### src/core/ctc_defs.svh
`ifndef CTC_DEFS_SVH
`define CTC_DEFS_SVH
// Command codes of the configuration registers
`define CTC_CMD_MODE 8'hd2
`define CTC_CMD_FREQ 8'hd3
`define CTC_CMD_TRIM 8'hd4
`define CTC_CMD_MARGIN 8'hd5
// Field positions
`define CTC_RAMP_HI 3
`define CTC_RAMP_LO 2
`define CTC_UVRESP_BIT 1
`define CTC_COND_BIT 0
// Reset values
`define CTC_MODE_RST 8'h00
`define CTC_FREQ_RST 8'h02
`define CTC_TRIM_RST 8'h10
`define CTC_MARGIN_RST 8'h55
// Writable bit masks; unsupported bits ignored
`define CTC_MODE_MASK 8'h0f
`define CTC_FREQ_MASK 8'h07
`define CTC_TRIM_MASK 8'h1f
`define CTC_MARGIN_MASK 8'hff
// Timing at 100 MHz
`define CTC_CLK_NS 10
`define CTC_SS_BASE_US 1000
`define CTC_HICCUP_BASE_US 8960
`define CTC_HICCUP_MULT 7
`define CTC_STEP_BASE_US 4
`define CTC_PROC_DELAY_US 50
`define CTC_US_CYCLES(us) ((us) * 1000 / `CTC_CLK_NS)
`endif

### src/core/ctc_pkg.sv
`default_nettype none
package ctc_pkg;
   typedef enum logic [1:0] {CTC_OFF, CTC_RAMP, CTC_RUN, CTC_WAIT} ctc_state_t;
   typedef enum logic [1:0] {CTC_MARG_NONE, CTC_MARG_HIGH, CTC_MARG_LOW} ctc_margin_t;
endpackage
`default_nettype wire

### src/core/ctc_config_regs.sv
`timescale 1ns/1ps
`default_nettype none
`include "ctc_defs.svh"
module ctc_config_regs (
   input wire logic clk,
   input wire logic rst_b,
   input wire logic wrStb,
   input wire logic rdStb,
   input wire logic [7:0] cmdCode,
   input wire logic [7:0] wrData,
   input wire ctc_pkg::ctc_margin_t marginReq,
   input wire logic enable,
   input wire logic outputUndervoltage,
   output logic [7:0] rdData,
   output logic rdValid,
   output logic rdErr,
   output logic [9:0] switchFreqKhz,
   output logic forcedContinuous,
   output logic softStartActive,
   output logic latchedOff,
   output logic [15:0] refScale
);
   import ctc_pkg::*;

   // Scale in units of 1/10000: trim 0.75 percent per step, codes clamped to 0x03..0x1c, except codes 0x0f and 0x10 both give 10000
   function automatic logic [15:0] trimScale(input logic [4:0] code);
      logic [4:0] c;
      c = code;
      if (c[4:2] == 3'b111) c = 5'h1c;
      if (c[4:2] == 3'b000) c = 5'h03;
      if (c >= 5'h10) trimScale = 16'(10000 + 75 * (c - 5'h10));
      else trimScale = 16'(10000 - 75 * (5'h0f - c));
   endfunction

   // Margin high percentages in units of 1/10000
   function automatic logic [15:0] marginHighScale(input logic [3:0] code);
      unique case (code)
         4'h0: marginHighScale = 16'd10000;
         4'h1: marginHighScale = 16'd10090;
         4'h2: marginHighScale = 16'd10180;
         4'h3: marginHighScale = 16'd10280;
         4'h4: marginHighScale = 16'd10370;
         4'h5: marginHighScale = 16'd10470;
         4'h6: marginHighScale = 16'd10570;
         4'h7: marginHighScale = 16'd10670;
         4'h8: marginHighScale = 16'd10770;
         4'h9: marginHighScale = 16'd10880;
         4'ha: marginHighScale = 16'd10990;
         4'hb: marginHighScale = 16'd11090;
         default: marginHighScale = 16'd11200;
      endcase
   endfunction

   // Margin low percentages in units of 1/10000
   function automatic logic [15:0] marginLowScale(input logic [3:0] code);
      unique case (code)
         4'h0: marginLowScale = 16'd10000;
         4'h1: marginLowScale = 16'd9890;
         4'h2: marginLowScale = 16'd9790;
         4'h3: marginLowScale = 16'd9680;
         4'h4: marginLowScale = 16'd9580;
         4'h5: marginLowScale = 16'd9480;
         4'h6: marginLowScale = 16'd9380;
         4'h7: marginLowScale = 16'd9290;
         4'h8: marginLowScale = 16'd9190;
         4'h9: marginLowScale = 16'd9100;
         4'ha: marginLowScale = 16'd9010;
         4'hb: marginLowScale = 16'd8930;
         default: marginLowScale = 16'd8840;
      endcase
   endfunction

   // Frequency code to kHz
   function automatic logic [9:0] freqKhz(input logic [2:0] code);
      unique case (code)
         3'd0: freqKhz = 10'd250;
         3'd1: freqKhz = 10'd300;
         3'd2: freqKhz = 10'd400;
         3'd3: freqKhz = 10'd500;
         3'd4: freqKhz = 10'd600;
         3'd5: freqKhz = 10'd750;
         3'd6: freqKhz = 10'd850;
         default: freqKhz = 10'd1000;
      endcase
   endfunction

   localparam logic [31:0] SsBaseCyc = 32'(`CTC_US_CYCLES(`CTC_SS_BASE_US));
   localparam logic [31:0] HiccupBaseCyc = 32'(`CTC_US_CYCLES(`CTC_HICCUP_BASE_US));
   localparam logic [11:0] StepBaseCyc = 12'(`CTC_US_CYCLES(`CTC_STEP_BASE_US));
   localparam logic [12:0] ProcCyc = 13'(`CTC_US_CYCLES(`CTC_PROC_DELAY_US));

   logic [7:0] modeReg, modeNext, freqReg, freqNext, trimReg, trimNext, marginReg, marginNext;
   logic [7:0] rdDataReg, rdDataNext;
   logic rdValidReg, rdValidNext, rdErrReg, rdErrNext;

   // Register write and read path
   always_comb begin
      modeNext = modeReg;
      freqNext = freqReg;
      trimNext = trimReg;
      marginNext = marginReg;
      rdDataNext = 8'h00;
      rdValidNext = 1'b0;
      rdErrNext = 1'b0;
      if (wrStb) begin
         unique case (cmdCode)
            `CTC_CMD_MODE: modeNext = wrData & `CTC_MODE_MASK;
            `CTC_CMD_FREQ: freqNext = wrData & `CTC_FREQ_MASK;
            `CTC_CMD_TRIM: trimNext = wrData & `CTC_TRIM_MASK;
            `CTC_CMD_MARGIN: marginNext = wrData & `CTC_MARGIN_MASK;
            default: ;
         endcase
      end
      if (rdStb) begin
         rdValidNext = 1'b1;
         unique case (cmdCode)
            `CTC_CMD_MODE: rdDataNext = modeReg;
            `CTC_CMD_FREQ: rdDataNext = freqReg;
            `CTC_CMD_TRIM: rdDataNext = trimReg;
            `CTC_CMD_MARGIN: rdDataNext = marginReg;
            default: rdErrNext = 1'b1;
         endcase
      end
   end

   always_ff @(posedge clk) begin
      if (!rst_b) begin
         modeReg <= `CTC_MODE_RST;
         freqReg <= `CTC_FREQ_RST;
         trimReg <= `CTC_TRIM_RST;
         marginReg <= `CTC_MARGIN_RST;
         rdDataReg <= 8'h00;
         rdValidReg <= 1'b0;
         rdErrReg <= 1'b0;
      end else begin
         modeReg <= modeNext;
         freqReg <= freqNext;
         trimReg <= trimNext;
         marginReg <= marginNext;
         rdDataReg <= rdDataNext;
         rdValidReg <= rdValidNext;
         rdErrReg <= rdErrNext;
      end
   end

   // Start-up sequencer: ramp, run, hiccup wait or latch-off
   ctc_state_t stateReg, stateNext;
   logic [1:0] ssSelReg, ssSelNext;
   logic uvRespReg, uvRespNext;
   logic [31:0] seqCntReg, seqCntNext;
   logic fccmReg, fccmNext, latchReg, latchNext, ssActReg, ssActNext;
   logic [31:0] rampCyc;
   logic [9:0] freqOutReg;

   always_comb begin
      rampCyc = SsBaseCyc << ssSelReg;
      stateNext = stateReg;
      ssSelNext = ssSelReg;
      uvRespNext = uvRespReg;
      seqCntNext = seqCntReg;
      fccmNext = fccmReg;
      latchNext = latchReg;
      unique case (stateReg)
         CTC_OFF: begin
            latchNext = 1'b0;
            if (enable) begin
               stateNext = CTC_RAMP;
               ssSelNext = modeReg[`CTC_RAMP_HI:`CTC_RAMP_LO];
               uvRespNext = modeReg[`CTC_UVRESP_BIT];
               seqCntNext = 32'd0;
               fccmNext = 1'b0;
            end
         end
         CTC_RAMP: begin
            fccmNext = 1'b0;
            seqCntNext = seqCntReg + 32'd1;
            if (seqCntReg + 32'd1 >= rampCyc) begin
               stateNext = CTC_RUN;
               fccmNext = modeReg[`CTC_COND_BIT];
            end
         end
         CTC_RUN: begin
            fccmNext = modeReg[`CTC_COND_BIT];
            if (outputUndervoltage) begin
               seqCntNext = 32'd0;
               fccmNext = 1'b0;
               if (uvRespReg) begin
                  stateNext = CTC_OFF;
                  latchNext = 1'b1;
               end else stateNext = CTC_WAIT;
            end
         end
         CTC_WAIT: begin
            seqCntNext = seqCntReg + 32'd1;
            if (seqCntReg + 32'd1 >= HiccupBaseCyc + 32'(`CTC_HICCUP_MULT) * rampCyc) begin
               stateNext = CTC_RAMP;
               ssSelNext = modeReg[`CTC_RAMP_HI:`CTC_RAMP_LO];
               uvRespNext = modeReg[`CTC_UVRESP_BIT];
               seqCntNext = 32'd0;
            end
         end
      endcase
      if (latchReg) begin
         stateNext = CTC_OFF;
         latchNext = enable; // Latched until enable drops
      end else if (!enable) begin
         stateNext = CTC_OFF;
         fccmNext = 1'b0;
      end
      ssActNext = (stateNext == CTC_RAMP);
   end

   always_ff @(posedge clk) begin
      if (!rst_b) begin
         stateReg <= CTC_OFF;
         ssSelReg <= 2'd0;
         uvRespReg <= 1'b0;
         seqCntReg <= 32'd0;
         fccmReg <= 1'b0;
         latchReg <= 1'b0;
         ssActReg <= 1'b0;
         freqOutReg <= 10'd400;
      end else begin
         stateReg <= stateNext;
         ssSelReg <= ssSelNext;
         uvRespReg <= uvRespNext;
         seqCntReg <= seqCntNext;
         fccmReg <= fccmNext;
         latchReg <= latchNext;
         ssActReg <= ssActNext;
         freqOutReg <= freqKhz(freqReg[2:0]);
      end
   end

   // Reference slew: delayed start, then one step per interval
   logic [15:0] targetScale, scaleReg, scaleNext;
   logic [31:0] product;
   logic [12:0] procCntReg, procCntNext;
   logic [11:0] stepCntReg, stepCntNext;
   logic [11:0] stepCyc;
   logic [7:0] trimSeenReg, marginSeenReg;
   ctc_margin_t margSeenReg;
   logic changed;

   always_comb begin
      unique case (marginReq)
         CTC_MARG_HIGH: product = 32'(trimScale(trimReg[4:0])) * 32'(marginHighScale(marginReg[7:4]));
         CTC_MARG_LOW: product = 32'(trimScale(trimReg[4:0])) * 32'(marginLowScale(marginReg[3:0]));
         default: product = 32'(trimScale(trimReg[4:0])) * 32'd10000;
      endcase
      targetScale = 16'(product / 32'd10000);
      stepCyc = StepBaseCyc << modeReg[`CTC_RAMP_HI:`CTC_RAMP_LO];
      changed = (trimReg != trimSeenReg) || (marginReg != marginSeenReg) || (marginReq != margSeenReg);
      scaleNext = scaleReg;
      procCntNext = procCntReg;
      stepCntNext = stepCntReg;
      if (changed) procCntNext = ProcCyc;
      else if (procCntReg != 13'd0) procCntNext = procCntReg - 13'd1;
      else if (scaleReg != targetScale) begin
         if (stepCntReg + 12'd1 >= stepCyc) begin
            stepCntNext = 12'd0;
            scaleNext = (scaleReg < targetScale) ? scaleReg + 16'd1 : scaleReg - 16'd1;
         end else stepCntNext = stepCntReg + 12'd1;
      end else stepCntNext = 12'd0;
   end

   always_ff @(posedge clk) begin
      if (!rst_b) begin
         scaleReg <= 16'd10000;
         procCntReg <= 13'd0;
         stepCntReg <= 12'd0;
         trimSeenReg <= `CTC_TRIM_RST;
         marginSeenReg <= `CTC_MARGIN_RST;
         margSeenReg <= CTC_MARG_NONE;
      end else begin
         scaleReg <= scaleNext;
         procCntReg <= procCntNext;
         stepCntReg <= stepCntNext;
         trimSeenReg <= trimReg;
         marginSeenReg <= marginReg;
         margSeenReg <= marginReq;
      end
   end

   assign rdData = rdDataReg;
   assign rdValid = rdValidReg;
   assign rdErr = rdErrReg;
   assign switchFreqKhz = freqOutReg;
   assign forcedContinuous = fccmReg;
   assign softStartActive = ssActReg;
   assign latchedOff = latchReg;
   assign refScale = scaleReg;
endmodule // ctc_config_regs
`default_nettype wire

### config.mk
export PLATFORM = sky130hd
export DESIGN_NAME = ctc_config_regs
export DESIGN_NICKNAME = d
export VERILOG_FILES = /design/src/core/ctc_pkg.sv /design/src/core/ctc_config_regs.sv
export VERILOG_INCLUDE_DIRS = /design/src /design/src/core
export SDC_FILE = /design/constraint.sdc
export NUM_CORES = 2
export LEC_CHECK = 0
export BUFFER_PORTS_ARGS = -buffer_cell sky130_fd_sc_hd__buf_4
export CAP_MARGIN = 5
export CORE_UTILIZATION = 50
export DETAILED_ROUTE_END_ITERATION = 8
export PLACE_DENSITY = 0.7
export SLEW_MARGIN = 5
export SYNTH_ARGS = -nofsm -noshare
export SYNTH_HDL_FRONTEND = slang
export SYNTH_SLANG_ARGS = --single-unit
### constraint.sdc
create_clock -name clk -period 74.6 [get_ports clk]
set_clock_uncertainty 0.15 [all_clocks]
set_input_delay 14.92 -clock clk [delete_from_list [all_inputs] [get_ports clk]]
set_output_delay 14.92 -clock clk [all_outputs]
set_load 0.02 [all_outputs]
* Yosys cells after proc, flatten, opt, wreduce, memory -nomap -nowiden
Memories as Yosys holds them, arrays and structs flattened. A register that Yosys moved wholly into a read port is not among the register bits.
Cells that the tools add are included.
** Storage, ports and cells
- Flip-flop bits (word level) :: 136
- Memory bits (read-only) :: 336
- Input port bits :: 24
- Output and inout port bits :: 39
- Logic and storage cells :: 170
- Memories kept :: 2
** Operators by class
- $add $sub $neg :: 18
- $mul :: 10
- Div/mod/pow operators :: 1
- Order comparisons :: 7
- Equal/unequal tests :: 24
- Shift operators :: 2
- Multiplexer cells :: 59
- Bitwise operators :: 3
- Reductions and logical operators :: 22
** Memory list
- (no name shown) :: depth 16, bits a word 11, read ports 1, clocked after Yosys merged registers in 1, write ports 0, line ctc_config_regs.sv:37 : unique case (code)
- (no name shown) :: depth 16, bits a word 10, read ports 1, clocked after Yosys merged registers in 1, write ports 0, line ctc_config_regs.sv:56 : unique case (code)
** Operators by type and width (count)
- $mux W16 :: 9
- $pmux W32 S4 :: 1
- $mux W32 :: 3
- $mul A8 B6 Y14 const A :: 6
- $pmux W10 S7 :: 1
- $ge A32 B32 Y1 :: 2
- $mul A16 B16 Y32 :: 2
- $pmux W32 S2 :: 1
- $mux W5 :: 10
- $add A15 B14 Y16 const A :: 3
- $sub A15 B14 Y16 const A :: 3
- $add A20 B32 Y32 const A :: 1
- $add A32 B1 Y32 const B :: 1
- $div A32 B14 Y32 const B :: 1
- $eq A8 B8 Y1 const B :: 4
- $mul A3 B32 Y32 const A :: 1
- $pmux W8 S4 :: 1
- $shl A17 B2 Y32 const A :: 1
- $mul A16 B10 Y26 const B :: 1
- $mux W13 :: 2
- $mux W12 :: 2
- $sub A4 B5 Y6 const A :: 3
- $sub A5 B5 Y6 const B :: 3
- $add A16 B1 Y16 const B :: 1
- other kinds (35) :: 83

* Logic depth before layout (Yosys ltp)
- Depth in word-level cells :: 16
- Mapped depth :: 141

* Worst setup path after synthesis
No wires, ideal clock.
- Kind :: in2reg
- From :: input port marginReq[0]
- To :: register scaleReg[15], in the netlist refScale[15]
- Data arrival time :: 34.334 ns
- Slack :: 40.046 ns
- Cell stages on the path :: 101
- Cells stage by stage :: inv_1 -> ha_1 -> clkbuf_1 -> nor2b_1 -> o211ai_1 -> a41o_1 -> o211a_1 -> a211o_1 -> a31oi_1 -> mux2i_1 -> or2_1 -> nor3_1 -> or4_4 -> a21oi_4 -> a31o_1 -> buf_4 -> inv_4 -> a211oi_4 -> (+65 left out) -> a21o_1 -> a21o_1 -> a21oi_1 -> o21bai_1 -> a21oi_1 -> nor2b_1 -> o21ai_0 -> nand2b_1 -> a21o_1 -> a21oi_1 -> nor2b_1 -> o21a_1 -> o21ai_0 -> nand2b_1 -> a21oi_1 -> xnor2_1 -> or3_1 -> a21oi_1
** Between the ends
- Word-level cells in the longest chain between the ends :: 5
- Elaborated cells between the ends (all ways) :: 11
- Classes of those cells :: div: 1; order compare: 1; eq/ne: 4; mux: 2; bitwise: 1; reduce/logical: 2
** Ends and longest elaborated chain
- from (decl) :: line ctc_config_regs.sv:11 : input wire ctc_pkg::ctc_margin_t marginReq,
- $eq A2 B2 Y1 or $eq A2 B1 Y1 (tied branches) :: line ctc_config_regs.sv:246 : unique case (marginReq)
- $pmux W32 S2 :: line ctc_config_regs.sv:246
- $div A32 B14 Y32 :: line ctc_config_regs.sv:251 : targetScale = 16'(product / 32'd10000);
- $lt A16 B16 Y1 or $ne A16 B16 Y1 (tied branches) :: line ctc_config_regs.sv:262, ctc_config_regs.sv:259
- $mux W16 or $reduce_and A4 Y1 (tied branches)
- to (signal assigned) :: line ctc_config_regs.sv:276 : scaleReg <= scaleNext;
- to (decl) :: line ctc_config_regs.sv:236 : logic [15:0] targetScale, scaleReg, scaleNext;
Parallel ways exist; a longest one is shown, timed or not.
A chain may end at the register's enable or synchronous reset.

* Worst setup path in the final report
Same ends and word-level chain as after synthesis.

==> impl_metrics.env <==
export IMPL_whs_ps=309
export IMPL_rsz0062_at_grt="no"
export IMPL_ys_async_sr_fraction=0
export IMPL_synth_seq_cells=156
export IMPL_grt_max_degree=84
export IMPL_grt_usage=0.267
export IMPL_chipHeight_um=257
export IMPL_ctsRootBufferMaster="clkbuf_16"
export IMPL_slowest_delay_ps=940
export IMPL_antenna_cells=0
export IMPL_final_nets=4745
export IMPL_status="finished clean"
export IMPL_max_freq_ghz=0.0259
export IMPL_clockBufferDepth=2
export IMPL_end_kind="flip-flop"
export IMPL_cts_hold_buffers=0
export IMPL_drt_total_wl_mm=86.5
export IMPL_yosysWarningCount=0
export IMPL_fin_tns_setup_ps=0
export IMPL_first_iter_violations=2102
export IMPL_syn_inst=4052
export IMPL_setup_violations=0
export IMPL_postRouteAntennaNets=0
export IMPL_synthDistinctLibCells=137
export IMPL_cts_setup_buffers=0
export IMPL_multi_input_area_mm2=0.0267
export IMPL_synth_yosys_seq_area_share=0.0964
export IMPL_cts_tree="done"
export IMPL_cts_repair_resized=0
export IMPL_drc=0
export IMPL_critPathSlowestCell="nor3_1"
export IMPL_fillers=6068
export IMPL_cp_common_cell="a21oi_1"
export IMPL_hpwlAfterDp_mm=68.2
export IMPL_first_pass_iters=6
export IMPL_coreArea_mm2=0.0635
export IMPL_tightest_slew_ps=1100
export IMPL_clock_sinks=156
export IMPL_final_util=0.537
export IMPL_crit_path_start_kind="input port"
export IMPL_cts_htree_levels=4
export IMPL_netlist_area_mm2=0.0324
export IMPL_hold_class="flip-flop to flip-flop"
export IMPL_grt_pass1_wl_mm=145
export IMPL_fin_crit_sh=0.517
export IMPL_overflow=0
export IMPL_drive_gt1_frac=0.0639
export IMPL_grt_pass1_vias=27900
export IMPL_critical_path_class="input port to flip-flop"
export IMPL_finalHoldViolCount=0
export IMPL_die_area_mm2=0.0658
export IMPL_antenna_found_initial=1
export IMPL_cts_clk_slew_worst_paths_ps=70
export IMPL_finalCriticalPeriod_ps=38600
export IMPL_initial_core_util=0.510
export IMPL_die_x_um=257
export IMPL_syn_avg_cell_area_um2=8.00
export IMPL_via_count=28700
export IMPL_crit_fanout=58
export IMPL_gp_congestion=0.930
export IMPL_critPathRequiredTime_ps=74840
export IMPL_slew_headroom=0.259
export IMPL_area_delta_synth_final_pct=5.37
export IMPL_arrival_ps=38840
export IMPL_synthFlopType="dfxtp_1"
export IMPL_slew_viol_final=0
export IMPL_register_area_mm2=0.00312
export IMPL_drv_cap=0
export IMPL_rows=92
export IMPL_cts_buffers=17
export IMPL_synth_edff_count=0
export IMPL_via_per_inst=5.90
export IMPL_wire_per_inst_um=17.8
export IMPL_portBuffers=61
export IMPL_clkLatencyLatePin_ps=470
export IMPL_io_pins=63
[final cells by class]
cell class,instances,area share
inverters,550,0.0605
multi-input cells,3196,0.781
repair buffers,86,0.0189
clock buffers,17,0.0125
well taps,846,0.0310
clock inverters,15,0.00495
flip-flops and latches,156,0.0915
[per-layer routing]
metal,global-route usage,vias up,routed length [µm]
li1,-,13900,-
met1,0.377,13800,40700
met2,0.430,885,38900
met3,0.0252,122,4620
met4,0.0751,0,2290
met5,0,-,0
[Yosys cell counts, types with 20 or more instances]
library cell / number / area share
or2_2: 20 / 0.0039
nand2_1: 350 / 0.041
nand4_1: 36 / 0.0069
xnor2_1: 129 / 0.035
ha_1: 449 / 0.17
inv_1: 536 / 0.062
a211oi_1: 36 / 0.0083
nor2b_1: 34 / 0.0066
o21ai_1: 28 / 0.0043
a31oi_1: 43 / 0.0083
nor4_1: 22 / 0.0042
dfxtp_1: 156 / 0.096
o21ai_0: 144 / 0.022
a22oi_1: 31 / 0.0072
xor2_1: 65 / 0.018
o21bai_1: 21 / 0.0049
fa_1: 265 / 0.16
nand2b_1: 40 / 0.0077
a21oi_1: 239 / 0.037
clkbuf_1: 118 / 0.014
or3_1: 33 / 0.0064
a21o_1: 58 / 0.013
nor3_1: 71 / 0.011
o211ai_1: 33 / 0.0076
o21a_1: 32 / 0.0074
nand3b_1: 24 / 0.0056
and2_1: 160 / 0.031
and3_1: 41 / 0.0079
mux2i_1: 52 / 0.016
nand3_1: 71 / 0.011
nor2_1: 278 / 0.032
[logic make-up after synthesis]
kind of cell | synth area share
simple gates | 0.194
other cells | 0.000232
flops | 0.0964
xor+xnor | 0.0578
compound gates | 0.206
buf+inv | 0.0843
mux | 0.0208
fa+ha+maj | 0.341
[worst max-delay path, delay by kind of cell]
family	cells	cell delay, ps
simple gates	29	8480
mux	2	820
buf+inv	7	1500
xor+xnor	4	1060
fa+ha+maj	5	1520
compound gates	48	10420
[cells in the final DEF (no fill, tap or decap), drive strengths merged, types with 14 or more instances in the layout]
cell	netlist	routed
a31oi	48	48
clkbuf	119	17
a21oi	249	249
o21bai	22	22
buf	39	86
mux2i	53	53
xnor2	135	135
or4	17	17
nor2b	34	34
o22ai	19	19
a211oi	41	41
o21ai	178	178
o21a	32	32
nor3	75	75
nor2	280	280
ha	449	449
o31ai	18	18
or2	29	29
dfxtp	156	156
a211o	14	14
nand3	72	72
a221oi	26	26
nand4	36	36
nor4	23	23
and2	160	160
a21o	58	58
nand2b	40	40
and3	42	42
o211ai	35	35
nand2	351	351
a22oi	32	32
inv	541	551
xor2	67	67
or3	33	33
nand3b	24	24
fa	265	265
[through the flow]
step	std cells	setup WS (ps)	area, µm²
floorplan	4060	40050	32400
global placement	4834	36460	33600
detailed placement	4834	36010	33600
CTS	4866	36440	34100
global route	4866	33680	34100
finish	4866	36000	34100
[path summary, 6_finish.rpt]
kind | start | endpoint | slack (ps) | depth (start not counted)
worst min-delay path | procCntReg[6] | procCntReg[6] | 310 | 2
worst max register to register | trimReg[3] | refScale[15] | 41890 | 122
worst min register to register | procCntReg[6] | procCntReg[6] | 310 | 2
worst max-delay path | marginReq[0] | refScale[15] | 36000 | 95
Power is left out: the tool's default activity adds up to more than one toggle a clock period on the data nets, which glitch-free logic cannot reach.
